<file path="src/hw/ssl_pkg.sv">
package ssl_pkg;
    // ------------------------------------------------------------
    // word layout
    // ------------------------------------------------------------
    localparam int WORD_W = 24;
    localparam int BYTE_W = 8;
    localparam int ADDR_LSB = 0;
    localparam int ADDR_W = 2;
    localparam logic [1:0] ADDR_REF = 2'h0;
    localparam logic [1:0] ADDR_FB = 2'h1;
    localparam logic [1:0] ADDR_FUNC = 2'h2;
    localparam logic [1:0] ADDR_INIT = 2'h3;
    localparam logic [23:0] LATCH_RST = 24'h000000;

    // function latch fields used by the loader
    localparam int FUNC_CP_TRI_BIT = 3;
    localparam int FUNC_MUX_LSB = 4;
    localparam int MUX_W = 3;
    localparam logic [2:0] MUX_LOW = 3'h0;
    localparam logic [2:0] MUX_LOCK = 3'h1;
    localparam logic [2:0] MUX_ACTIVE = 3'h2;
    localparam logic [2:0] MUX_HIGH = 3'h3;

    // ------------------------------------------------------------
    // timing
    // ------------------------------------------------------------
    localparam int CLK_HZ = 50_000_000;
    localparam int SCLK_MAX_HZ = 20_000_000;
    // least half period, rounded up
    localparam int SCLK_HALF_CYC = (CLK_HZ + 2 * SCLK_MAX_HZ - 1) / (2 * SCLK_MAX_HZ);
    localparam int LE_HIGH_CYC = 2;
    localparam int TIMER_W = 8;
    localparam int BITCNT_W = 5;
endpackage

</file>
<file path="src/hw/ssl_link_if.sv">
`timescale 1ns/1ns
`default_nettype none
interface ssl_link_if;
    logic serial_clk;
    logic serial_in_bit;
    logic latch_strobe;
    logic chip_enable;
    logic muxed_status_out;

    modport dev (
        input serial_clk,
        input serial_in_bit,
        input latch_strobe,
        input chip_enable,
        output muxed_status_out
    );

    modport host (
        output serial_clk,
        output serial_in_bit,
        output latch_strobe,
        output chip_enable,
        input muxed_status_out
    );
endinterface
`default_nettype wire

</file>
<file path="src/hw/ssl_device.sv">
`timescale 1ns/1ns
`default_nettype none
module ssl_device (
    input wire logic clk,
    input wire logic rstn,
    ssl_link_if.dev link,
    input wire logic lock_indicator,
    output logic [23:0] ref_latch_q,
    output logic [23:0] fb_latch_q,
    output logic [23:0] func_latch_q,
    output logic load_strobe_q,
    output logic [1:0] load_addr_q,
    output logic counter_reset_q,
    output logic cp_tristate_q,
    output logic output_active_q,
    output logic power_down
);
    // ------------------------------------------------------------
    // pin synchronisers
    // ------------------------------------------------------------
    // order: lock, strobe, data, clock
    // chip enable is left out: power-down must not wait for these flops
    logic [3:0] sync1_q;
    logic [3:0] sync2_q;
    logic [1:0] hist_q;
    logic sclk_rise;
    logic le_rise;

    // the strobe idles high, so its history starts high; a low start would
    // read as a strobe rise just after reset and load a stale word
    always_ff @(posedge clk) begin
        if (!rstn) begin
            sync1_q <= 4'h4;
            sync2_q <= 4'h4;
            hist_q <= 2'h2;
        end else begin
            sync1_q <= {lock_indicator, link.latch_strobe, link.serial_in_bit, link.serial_clk};
            sync2_q <= sync1_q;
            hist_q <= {sync2_q[2], sync2_q[0]};
        end
    end

    // edges come from the second flop only, so a metastable first stage never reaches logic
    assign sclk_rise = sync2_q[0] & ~hist_q[0];
    assign le_rise = sync2_q[2] & ~hist_q[1];

    // ------------------------------------------------------------
    // input shift register
    // ------------------------------------------------------------
    // nothing is refused: extra bits fall out the top, the last 24 count
    logic [23:0] shift_q, shift_d;

    always_comb begin
        shift_d = shift_q;
        if (sclk_rise) begin
            shift_d = {shift_q[ssl_pkg::WORD_W-2:0], sync2_q[1]};
        end
    end

    always_ff @(posedge clk) begin
        if (!rstn) begin
            shift_q <= ssl_pkg::LATCH_RST;
        end else begin
            shift_q <= shift_d;
        end
    end

    // ------------------------------------------------------------
    // latches and load sequencing
    // ------------------------------------------------------------
    logic [23:0] ref_latch_d, fb_latch_d, func_latch_d;
    logic load_strobe_d, counter_reset_d, cp_tristate_d, output_active_d;
    logic [1:0] load_addr_d;
    // armed by an init load, spent by the first feedback load after it
    logic fb_reset_armed_q, fb_reset_armed_d;
    logic [2:0] seen_q, seen_d;
    logic [1:0] sel;

    always_comb begin
        ref_latch_d = ref_latch_q;
        fb_latch_d = fb_latch_q;
        func_latch_d = func_latch_q;
        load_addr_d = load_addr_q;
        load_strobe_d = 1'b0;
        counter_reset_d = 1'b0;
        fb_reset_armed_d = fb_reset_armed_q;
        seen_d = seen_q;
        // address bits are the last two shifted in, just before the strobe
        sel = shift_q[ssl_pkg::ADDR_LSB +: ssl_pkg::ADDR_W];
        if (le_rise) begin
            // one-cycle pulse and address let the rest of the chip see each load
            load_strobe_d = 1'b1;
            load_addr_d = sel;
            unique case (sel)
                ssl_pkg::ADDR_REF: begin
                    ref_latch_d = shift_q;
                    seen_d[0] = 1'b1;
                end
                ssl_pkg::ADDR_FB: begin
                    fb_latch_d = shift_q;
                    seen_d[1] = 1'b1;
                    counter_reset_d = fb_reset_armed_q;
                    fb_reset_armed_d = 1'b0;
                end
                ssl_pkg::ADDR_FUNC: begin
                    func_latch_d = shift_q;
                end
                ssl_pkg::ADDR_INIT: begin
                    func_latch_d = shift_q;
                    counter_reset_d = 1'b1;
                    fb_reset_armed_d = 1'b1;
                    seen_d[2] = 1'b1;
                end
            endcase
        end
        // active once all three kinds written
        // sticky: only reset clears the power-up sequence
        output_active_d = &seen_d;
        // charge pump idles during a counter reset as well
        cp_tristate_d = func_latch_d[ssl_pkg::FUNC_CP_TRI_BIT] | counter_reset_d;
    end

    // latches have no power-down path, so contents survive
    always_ff @(posedge clk) begin
        if (!rstn) begin
            ref_latch_q <= ssl_pkg::LATCH_RST;
            fb_latch_q <= ssl_pkg::LATCH_RST;
            func_latch_q <= ssl_pkg::LATCH_RST;
            load_addr_q <= 2'h0;
            load_strobe_q <= 1'b0;
            counter_reset_q <= 1'b0;
            cp_tristate_q <= 1'b0;
            output_active_q <= 1'b0;
            fb_reset_armed_q <= 1'b0;
            seen_q <= 3'h0;
        end else begin
            ref_latch_q <= ref_latch_d;
            fb_latch_q <= fb_latch_d;
            func_latch_q <= func_latch_d;
            load_addr_q <= load_addr_d;
            load_strobe_q <= load_strobe_d;
            counter_reset_q <= counter_reset_d;
            cp_tristate_q <= cp_tristate_d;
            output_active_q <= output_active_d;
            fb_reset_armed_q <= fb_reset_armed_d;
            seen_q <= seen_d;
        end
    end

    // ------------------------------------------------------------
    // multiplexed status output
    // ------------------------------------------------------------
    // registered so the status pin never glitches while the select changes
    logic mux_q, mux_d;
    logic [2:0] mux_sel;

    always_comb begin
        mux_sel = func_latch_q[ssl_pkg::FUNC_MUX_LSB +: ssl_pkg::MUX_W];
        unique case (mux_sel)
            ssl_pkg::MUX_LOCK: mux_d = sync2_q[3];
            ssl_pkg::MUX_ACTIVE: mux_d = output_active_q;
            ssl_pkg::MUX_HIGH: mux_d = 1'b1;
            default: mux_d = 1'b0;
        endcase
    end

    always_ff @(posedge clk) begin
        if (!rstn) begin
            mux_q <= 1'b0;
        end else begin
            mux_q <= mux_d;
        end
    end

    assign link.muxed_status_out = mux_q;

    // ------------------------------------------------------------
    // power down
    // ------------------------------------------------------------
    // immediate, no clock involved
    // left unregistered on purpose: a flop would add the clock wait
    // latches and shift register ignore chip enable, so programming survives
    // trade-off: the pin reaches logic unsynchronised, glitches pass straight through
    assign power_down = ~link.chip_enable;
endmodule
`default_nettype wire

</file>
<file path="src/flat_wrapper.sv">
// flat-port wrapper written by rule: the top's interface ports become plain ports
module ssl_device_flat 
  (clk, rstn, lock_indicator, ref_latch_q, fb_latch_q, func_latch_q, load_strobe_q, load_addr_q, counter_reset_q, cp_tristate_q, output_active_q, power_down, link_serial_clk, link_serial_in_bit, link_latch_strobe, link_chip_enable, link_muxed_status_out);
  ssl_link_if link_i ();
  input wire logic clk;
  input wire logic rstn;
  input wire logic lock_indicator;
  output logic [23:0] ref_latch_q;
  output logic [23:0] fb_latch_q;
  output logic [23:0] func_latch_q;
  output logic load_strobe_q;
  output logic [1:0] load_addr_q;
  output logic counter_reset_q;
  output logic cp_tristate_q;
  output logic output_active_q;
  output logic power_down;
  input wire logic [$bits(link_i.serial_clk)-1:0] link_serial_clk;
  input wire logic [$bits(link_i.serial_in_bit)-1:0] link_serial_in_bit;
  input wire logic [$bits(link_i.latch_strobe)-1:0] link_latch_strobe;
  input wire logic [$bits(link_i.chip_enable)-1:0] link_chip_enable;
  output wire logic [$bits(link_i.muxed_status_out)-1:0] link_muxed_status_out;
  assign link_i.serial_clk = link_serial_clk;
  assign link_i.serial_in_bit = link_serial_in_bit;
  assign link_i.latch_strobe = link_latch_strobe;
  assign link_i.chip_enable = link_chip_enable;
  assign link_muxed_status_out = link_i.muxed_status_out;
  ssl_device u_core (.clk(clk), .rstn(rstn), .link(link_i), .lock_indicator(lock_indicator), .ref_latch_q(ref_latch_q), .fb_latch_q(fb_latch_q), .func_latch_q(func_latch_q), .load_strobe_q(load_strobe_q), .load_addr_q(load_addr_q), .counter_reset_q(counter_reset_q), .cp_tristate_q(cp_tristate_q), .output_active_q(output_active_q), .power_down(power_down));
endmodule
</file>
<file path="config.mk">
export PLATFORM = sky130hd
export DESIGN_NAME = ssl_device_flat
export DESIGN_NICKNAME = d
export VERILOG_FILES = /design/src/hw/ssl_pkg.sv /design/src/hw/ssl_link_if.sv /design/src/hw/ssl_device.sv /design/src/flat_wrapper.sv
export SDC_FILE = /design/constraint.sdc
export NUM_CORES = 1
export LEC_CHECK = 0
export BUFFER_PORTS_ARGS = -buffer_cell sky130_fd_sc_hd__buf_2
export CORE_MARGIN = 1.5
export CORE_UTILIZATION = 40
export DETAILED_ROUTE_END_ITERATION = 12
export HOLD_SLACK_MARGIN = 0.08
export PLACE_DENSITY = 0.66
export SLEW_MARGIN = 20
export SYNTH_ARGS = -nofsm -noshare
export SYNTH_HDL_FRONTEND = slang
export SYNTH_SLANG_ARGS = --single-unit
</file>
<file path="constraint.sdc">
create_clock -name clk -period 2.7 [get_ports clk]
set_input_delay 0.27 -clock clk [delete_from_list [all_inputs] [get_ports clk]]
set_output_delay 0.27 -clock clk [all_outputs]
set_load 0.05 [all_outputs]
</file>
Word level (Yosys, flattened, before mapping)
Index checks and enable logic that the tools add are counted.
- equal/unequal tests: 6
- mux-type cells: 11
- bitwise operators: 6
- reductions and logical operators: 8
- operators with widths (kind ; number):
    4-bit two-way mux ; 2
    2-bit AND reduction ; 4
    3-bit by 2-bit equality test with 1-bit output, second input constant ; 2
    1-bit two-way mux ; 5
    2-bit equality test, second input constant ; 2
    1-bit one-hot mux with 2 select lines ; 2
    3-bit by 1-bit equality test with 1-bit output, second input constant ; 1
    3-bit two-way mux ; 1
    1-bit inverter ; 3
    1-bit one-hot mux with 3 select lines ; 1
    3-bit AND reduction ; 1
    1-bit bitwise AND ; 2
    2-bit by 1-bit equality test with 1-bit output, second input constant ; 1
    2-bit logical NOT ; 1
    2-bit nonzero test ; 1
    2-bit OR reduction ; 1
    1-bit bitwise OR ; 1
- register bits after elaboration: 117
- word-level logic and storage cells: 47

Depth between registers and ports, before layout
Gate-level depths: netlist of the first run.
- word-level depth: 5
- mapped depth: 6
- mapped depth without buffers: 3

Worst setup path before layout of the first run
OpenSTA, ideal clock, no wires.
- path kind: register to register
- from: register u_core.shift_q[1]
- to: register u_core.ref_latch_q[19]
- setup time: 132 ps
- arrival: 1313 ps
- path slack: 1255 ps
- cell stages (with the launch flop): 7
- clock period less this slack: 1445 ps
- cell sequence: dfxtp_1 buf_2 or4b_1 buf_2 buf_6 nand2_1 a21oi_1
- cells in the longest elaborated chain, start to end: 2
- ends and longest elaborated chain (item ; RTL line ; text):
    start: declaration ; ssl_device.sv:51 ; logic [23:0] shift_q, shift_d;
    start signal: assignment ; ssl_device.sv:62 ; shift_q <= ssl_pkg::LATCH_RST;
    start signal: assignment ; ssl_device.sv:64 ; shift_q <= shift_d;
    2-bit logical NOT ; ssl_device.sv:94 ; unique case (sel)
    2-bit AND reduction (no line) ; n/a ;
    end signal: assignment ; ssl_device.sv:126 ; ref_latch_q <= ssl_pkg::LATCH_RST;
    end signal: assignment ; ssl_device.sv:137 ; ref_latch_q <= ref_latch_d;
    end: declaration ; ssl_device.sv:8 ; output logic [23:0] ref_latch_q,
No other way between the ends.
A chain may end at the register's enable or synchronous reset.

Worst setup path after layout of the first run
- from: register u_core.shift_q[1]
- to: register u_core.ref_latch_q[1]
- cells in the longest elaborated chain, start to end: 2
- ends and longest elaborated chain (item ; RTL line):
    2-bit logical NOT ; ssl_device.sv:94
    2-bit AND reduction (no line) ; n/a
Several ways; a longest one is shown, not always the timed one.

==> results of run 1 <==
[worst paths after layout]
kind,from,to,slack [ns],cells after the start
worst max-delay path,u_core.shift_q[1],u_core.ref_latch_q[1],0.84,2
worst min-delay path,u_core.sync1_q[2],u_core.sync2_q[2],0.42,1
worst max register to register,u_core.shift_q[1],u_core.ref_latch_q[1],0.84,2
worst min register to register,u_core.sync1_q[2],u_core.sync2_q[2],0.42,1
[layout by cell type, fill, tap and decap left out]
master,n
sky130_fd_sc_hd__clkinv_2,2
sky130_fd_sc_hd__clkbuf_1,7
sky130_fd_sc_hd__a211oi_1,1
sky130_fd_sc_hd__nand4bb_1,1
sky130_fd_sc_hd__nor4b_4,1
sky130_fd_sc_hd__dlygate4sd3_1,5
sky130_fd_sc_hd__buf_2,86
sky130_fd_sc_hd__dfxtp_1,117
sky130_fd_sc_hd__and3b_1,1
sky130_fd_sc_hd__a21oi_1,93
sky130_fd_sc_hd__a21boi_0,1
sky130_fd_sc_hd__clkbuf_16,16
sky130_fd_sc_hd__nand2_1,184
sky130_fd_sc_hd__o21a_1,1
sky130_fd_sc_hd__nor4bb_4,1
sky130_fd_sc_hd__inv_2,1
sky130_fd_sc_hd__nor2_1,12
sky130_fd_sc_hd__or4b_1,1
sky130_fd_sc_hd__buf_12,2
sky130_fd_sc_hd__clkbuf_8,4
sky130_fd_sc_hd__nor2b_2,1
sky130_fd_sc_hd__and3_1,3
sky130_fd_sc_hd__mux2i_1,1
sky130_fd_sc_hd__bufinv_16,2
sky130_fd_sc_hd__and2_1,7
sky130_fd_sc_hd__o22ai_1,1
sky130_fd_sc_hd__buf_4,7
sky130_fd_sc_hd__o21ai_0,3
sky130_fd_sc_hd__nand2b_1,5
sky130_fd_sc_hd__inv_1,1
sky130_fd_sc_hd__nand3b_1,2
sky130_fd_sc_hd__and4b_1,1
[kinds of logic (layout without fill, tap and decap cells)]
family	count (synthesis)	after routing
muxes	1	1
and+or+nand+nor	220	220
AOI/OAI and AO/OA	100	100
DFF	117	117
buffers and inverters	38	133
[metal layers]
layer  part of all wire (%)  wire, um
met4                   0.60        56
met2                     48      4440
met5                      0         0
met3                    6.0       560
met1                     46      4280
[synth_stat cells, drive strengths merged]
cell type | n | area [um^2]
o21ai | 3 | 15.0
clkbuf | 22 | 82.6
o22ai | 1 | 6.26
a21oi | 93 | 465
and4b | 1 | 10.0
nor4bb | 1 | 10.0
or4b | 1 | 10.0
mux2i | 1 | 10.0
and3 | 3 | 18.8
nand4bb | 1 | 11.3
nand2b | 5 | 31.3
nor4b | 1 | 23.8
nand3b | 2 | 15.0
a211oi | 1 | 7.51
dfxtp | 117 | 2340
o21a | 1 | 7.51
inv | 2 | 7.51
nor2b | 1 | 6.26
and3b | 1 | 8.76
nor2 | 12 | 45.0
buf | 14 | 92.6
and2 | 7 | 43.8
nand2 | 184 | 691
a21boi | 1 | 7.51
[final cells by class]
cell class	count	share of cell area (%)
Clock inverter	4	1.37
Timing Repair Buffer	100	11.2
Sequential cell	117	45.9
Tap cell	133	3.26
Clock buffer	27	9.44
Multi-Input combinational cell	321	28.6
Inverter	2	0.147
[worst register-to-register path, stage by stage, from the launching register on]
cell	delay (ns)
sky130_fd_sc_hd__dfxtp_1	0.41
sky130_fd_sc_hd__or4b_1	0.96
sky130_fd_sc_hd__and3_1	0.38
[flip-flops by register name, indices dropped and copies added, names as in the netlist]
name                          count
u_core.fb_latch_q                24
u_core.func_latch_q              24
u_core.ref_latch_q               24
u_core.shift_q                   24
u_core.sync1_q                    4
u_core.sync2_q                    4
u_core.seen_q                     3
u_core.hist_q                     2
u_core.load_addr_q                2
u_core.counter_reset_q            1
u_core.cp_tristate_q              1
u_core.fb_reset_armed_q           1
u_core.link.muxed_status_out      1
u_core.load_strobe_q              1
u_core.output_active_q            1
[metrics by stage]
step,hold slack [ns],util (%)
finish,0.419,52.7
global route,0.439,52.7
CTS,0.0842,52.6
detailed placement,0.408,46.5
global placement,0.407,46.5
floorplan,0.343,-
[where the power goes]
part | internal [mW] | switching, mW
Combinational | 0.0229 | 0.0492
Clock | 1.38 | 0.711
Sequential | 1.74 | 0.00460
[repair_timing]
item	4_1_cts	5_1_grt
endpoints found under the setup margin	0	0
setup buffers	0	0
hold buffers	4	1
hold endpoints to repair	4	1
==> reports/results.txt, run 1 <==
In this run the most used layer during global routing was met2. STA puts the critical path data required time at 3.09 ns. The tools report the diode insertion count for antenna repair as 0. The signal on the critical path passes through or4b_1 -> and3_1.

The number of buffers and inverters on the critical path works out to 0. Summing the areas of all compound-gate instances in the mapped netlist gives 12.8% of the synthesized area. The number of gates resized after CTS was 0. The H-tree was split into 4 levels.

After synthesis the cells add up to 3970 um^2. The adder-cell share of the synthesized area is 0%. The tools report the total of warnings raised by yosys as 0.

Entering global routing, the biggest net connects 37 pins. For met1 alone, demand over resource in global routing was 23.2%. For this block, the via count after detailed routing is 3364. The root buffer cell chosen for the clock tree is sky130_fd_sc_hd__clkbuf_8. Once layout is complete, the cells apart from fillers number 704.

After detailed placement, the design holds a cell count of 668. The maximum fanout count along the critical path works out to 24. For this run, design rule violations remaining after detail routing come to 0. The multi-input combinational cells in the finished layout cover a total of 1460 um^2. The post-synthesis simple-gate area fraction was 23.3%; the width of the chip was 103 um. TritonCTS built the clock tree.

The placement-stage worst setup slack came out at 0.854 ns. The type of element launching the critical path was a flip-flop. For the worst-skew pair later-pin latency, the log shows 0.50 ns. Setup repair after global routing left no endpoint under its margin. CTS saw 117 sinks.

For this design, the slowest cell found on the critical path is sky130_fd_sc_hd__or4b_1. The headroom to the max-slew limit is 40.8%. The worst-case clock buffer depth is 2, and the number of antenna violations at the first check in global routing is 0. Cells with a size suffix above 1 make up 21.5% of the layout. The smallest clock period supported by the final layout is computed as 1.86 ns.

The run gives 2.25 ns as the data arrival time of the critical path. For this run, the post-layout net count is 566. Dividing total power by cell area gives a power density of 764 nW/um^2. After the first detailed-routing iteration, the DRC count stood at 109. On the final layout, the worst clock skew is 0.00763 ns. The parity-gate share of the synthesized area counting xor and xnor cells came out at 0%. Post-layout worst setup margin: 0.844 ns.

In the global route stage, overall resource usage came out at 19.1%. The via density per instance is 4.78. The first TritonRoute pass finished after 4 iterations. A synthesized cell averages 8.34 um^2. For the number of nets still failing antenna checks after routing, the log shows 0. For this design the static power due to leakage is 2.06 nW. For met2 alone, demand over resource in global routing was 30.8%. Synthesis produced 476 cells. The net count of the mapped netlist is 483, and the global route total overflow is 0. The synthesized netlist contains 27 unique library cells. The run finished with clean final reports. In this design, the stage delay of the slowest critical-path cell is 0.96 ns. The logs give 0 for the number of max-cap violations and 17 for the number of CTS-inserted buffers.

The worst path uses 68.8% of the clock period. The met3 layer usage reported by global route is 6.71%. The clock input transition at the sequential cells of the worst setup and hold paths is 0.05 ns, and the total design power is 3.90 mW. From synthesis to final layout, the design area changed by 28.6%. Detailed placement ended at an HPWL of 6050 um.

For the pin with the worst max-slew slack, the measured transition is 0.888 ns. Sum of routed wire length over all layers: 9340 um. Port buffering added 86 buffers. Once the floorplan was initialized, standard cells occupied 41.0% of the core.

Final setup violation count: 0. The min-delay analysis places its worst path in the category reg2reg. During I/O placement, the number of pins put on the boundary was 87. The number of failing hold endpoints at the final stage is 0. After synthesis, the largest family of logic cells by area is simple AND/OR/NAND/NOR gates.

Static timing analysis puts the maximum clock frequency at 539 MHz. The area taken by flip-flops and latches is 2340 um^2, and the area of the die is 10500 um^2. Dividing the detail-routed wire length by the instance count gives 13.3 um. The number of placement rows was 36; the vertical die dimension was 103 um. The post-place instance area is 4500 um^2, and the setup TNS after final layout is 0 ns. The layout has 918 filler cells.

The tools report the proportion of synthesized chip area in sequential cells as 59.0%. The top cell family by delay on the critical path is simple AND/OR/NAND/NOR gates. Counting flops and latches in the post-synthesis netlist gives 117. STA classifies the critical path endpoint as a flip-flop. The critical path in this run is classified as reg2reg. The tools report the maximum ir drop on the vdd rail as 463 uV.

The final design instance area without fill is 5100 um^2, and the fraction of synthesized area in multiplexers is 0.252%. The global-route wire length before repair came out at 15100 um. The number of pins exceeding their max-slew limit in the final report came out at 0. The tools report the number of global-route vias before repair as 3132. The region available for standard cell placement spans 9680 um^2. The last weighted congestion value of the routability-driven placer is 0.753.
Power figures use the tool's default switching activity.
==> inputs of run 2 (changes only) <==
PLACE_DENSITY = 0.68   (was 0.66)
clock period = 1.52 ns   (was 2.7 ns; I/O delays follow)
==> run 2 against run 1 <==
Compared with the run above:
- non-clock buffer count rose by 16
- hold slack better by 0.0097 ns
- routed wire length up 2.4%
- combinational power is 110% higher
- global-route usage grew 0.20 points
- flip-flop and latch count stayed put
- count of clock-buffer cells in the layout decreased by 4
- critical path depth is 3 higher
- cell area grew 3.3%
- die area is the same
- register-to-register slack got worse by 0.74 ns
- critical path type unchanged
- largest cell class unchanged
- highest routed layer unchanged
==> reports/results.txt, run 2 (same netlist as run 1, synthesis figures left out) <==
The run finished with clean final reports. Leaving out fill and tap cells, the most frequent cells in the layout are sky130_fd_sc_hd__nand2_1, sky130_fd_sc_hd__dfxtp_1, sky130_fd_sc_hd__a21oi_1. The logs give 1.94 ns for the worst path required time and 117 for the number of clock sinks. The maximum fanout count along the critical path was 22. Global routing consumed, over all layers together, 19.3% of the routing resources. The number of antenna violations at the first check in global routing was 0; the headroom to the max-slew limit was 78.9%. After clock tree synthesis, the repair step resized 0 gates.

Most frequent standard cell in the layout excluding fill and tap cells: sky130_fd_sc_hd__nand2_1. The DRC marker count from the first detailed-route iteration was 182. The min-delay analysis places its worst path in the category reg2reg. Grouping stages by cell kind, the critical path spends the most delay in buffers and inverters. The die covers 10500 um^2. For the post-place instance area, the log shows 4590 um^2. The initialized floorplan defines 36 standard-cell rows. The logs give 699 uV for the maximum ir drop on the vdd rail and 4 for the depth of the CTS H-tree.

Buffers placed on the I/O ports in this run total 86. Between clock sinks in the finished design, the worst skew comes to 0.00609 ns. After routing the design area is 5270 um^2. Adding up every negative setup slack in the final design gives 0 ns. TritonCTS built the clock tree.

For this configuration, the core starts out at a cell density of 41.0%. After global routing the overflow that remains totals 0. The core footprint is 9680 um^2.

The width of the chip works out to 103 um. The logs give 0 for the number of max-cap violations and 582 for the count of nets after finishing. The number of failing hold endpoints at the final stage was 0; the number of pins exceeding their max-slew limit in the final report was 0.

The number of clock buffers added by TritonCTS is 17. For the static power due to leakage, the log shows 2.15 nW. The maximum operating frequency was 708 MHz.

The routed design has 9560 um of wire. The routed wirelength normalized by instance count came out at 13.3 um. The first global-routing pass estimated 15400 um of wire. The post-route clock period utilization is 93.0%. Setup violations remaining at the end of the flow were counted as 0. The slew at the pin with the worst max-slew slack was 0.317 ns.

The worst setup path is of the reg2reg kind. Dividing total power by cell area gives a power density of 1360 nW/um^2. For the first-pass iteration count of the detailed router, the log shows 4. Setup repair after global routing left no endpoint under its margin. For the post-CTS repair timing setup buffer count, the log shows 0.

The number of antenna diodes in the final layout is 0. Clock-pin slew was measured on the worst setup and hold paths at 0.05 ns. The number of global-route vias before repair came out at 3215.

The master of the slowest instance on the critical path was sky130_fd_sc_hd__dfxtp_1. After legalization and detailed placement, the total HPWL measured 6200 um. The last weighted congestion value of the routability-driven placer was 0.750. Relative to the synthesized area, the layout overhead comes to 32.9%. The post-route netlist has 23.8% of its cells at a drive strength greater than 1. The worst-case clock buffer depth is 2. The type of element launching the critical path was a flip-flop. During I/O placement, the number of pins put on the boundary was 87.

The number of hold buffers added after CTS was 9. For the via total after detailed routing, the log shows 3435. The worst setup path is captured at a flip-flop. CTS placed an instance of sky130_fd_sc_hd__clkbuf_8 at the clock tree root. Traced cell by cell, the critical path runs through buf_4 -> nand4bb_1 -> buf_4 -> nand2_1 -> a21oi_1. The data arrival time of the critical path was 1.83 ns; the clock period minus worst slack was 1.41 ns. The detail route stage leaves a number of antenna-violating nets equal to 0.

Entering global routing, the biggest net connects 75 pins. The vertical die dimension is 103 um, and the largest stage delay on the critical path is 0.41 ns. For this run, design rule violations remaining after detail routing come to 0. Number of buffers and inverters on the critical path: 2. Worst-skew pair later-pin latency: 0.50 ns. The via density per instance is 4.76. Among the stages of the critical path, the cell type that occurs most often is sky130_fd_sc_hd__buf_4.
==> run 2: cell types whose count changed in the layout (fill, tap and decap cells not counted) <==
cell,previous run,this run
sky130_fd_sc_hd__buf_4,7,19
sky130_fd_sc_hd__clkbuf_1,7,3
sky130_fd_sc_hd__dlygate4sd3_1,5,9
sky130_fd_sc_hd__clkinv_2,2,4
sky130_fd_sc_hd__clkinvlp_4,0,2
sky130_fd_sc_hd__bufinv_16,2,3
==> run 2: where the power goes <==
part	total [mW]	switching [mW]	leakage [nW]	internal [mW]
clock	3.92	1.31	0.288	2.61
combinational	0.148	0.0950	0.916	0.0527
sequential	3.09	0.00547	0.944	3.08
total	7.16	1.41	2.15	5.75
==> run 2: path summary, 6_finish.rpt <==
check	startpoint	end	slack, ns	cells past startpoint
max	u_core.hist_q[1]	u_core.fb_latch_q[12]	0.11	5
min	u_core.sync1_q[2]	u_core.sync2_q[2]	0.43	1
max reg2reg	u_core.hist_q[1]	u_core.fb_latch_q[12]	0.11	5
min reg2reg	u_core.sync1_q[2]	u_core.sync2_q[2]	0.43	1
==> run 2: worst register-to-register path, cell delays in order (launching register included) <==
cell                        delay [ns]
sky130_fd_sc_hd__dfxtp_1          0.41
sky130_fd_sc_hd__buf_4            0.16
sky130_fd_sc_hd__nand4bb_1        0.17
sky130_fd_sc_hd__buf_4            0.30
sky130_fd_sc_hd__nand2_1          0.11
sky130_fd_sc_hd__a21oi_1          0.18
==> run 2: metrics by stage <==
stage	setup WS (ns)	power (mW)	utilization, %	hold WS (ns)	instances
global placement	0.163	3.28	47.4	0.338	680
global route	0.00968	7.40	54.4	0.441	721
detailed placement	0.139	3.28	47.4	0.347	680
finish	0.107	7.16	54.4	0.429	721
floorplan	0.0751	3.24	-	0.225	476
CTS	0.0763	7.23	54.4	0.428	721
==> run 2: final cells by class <==
| class | count | area [um^2] |
|---|---|---|
| fillers | 918 | 4410 |
| flip-flops and latches | 117 | 2340 |
| multi-input cells | 321 | 1460 |
| repair buffers | 116 | 703 |
| clock buffers | 23 | 467 |
| well taps | 133 | 166 |
| clock inverters | 9 | 125 |
| inverters | 2 | 7.51 |
==> run 2: per-layer routing <==
metal / GRT usage, % / up-vias / wire length, um
li1: - / 1733 / -
met1: 24.2 / 1597 / 4220
met2: 31.4 / 96 / 4700
met3: 5.76 / 9 / 538
met4: 7.27 / 0 / 107
met5: 0 / - / 0
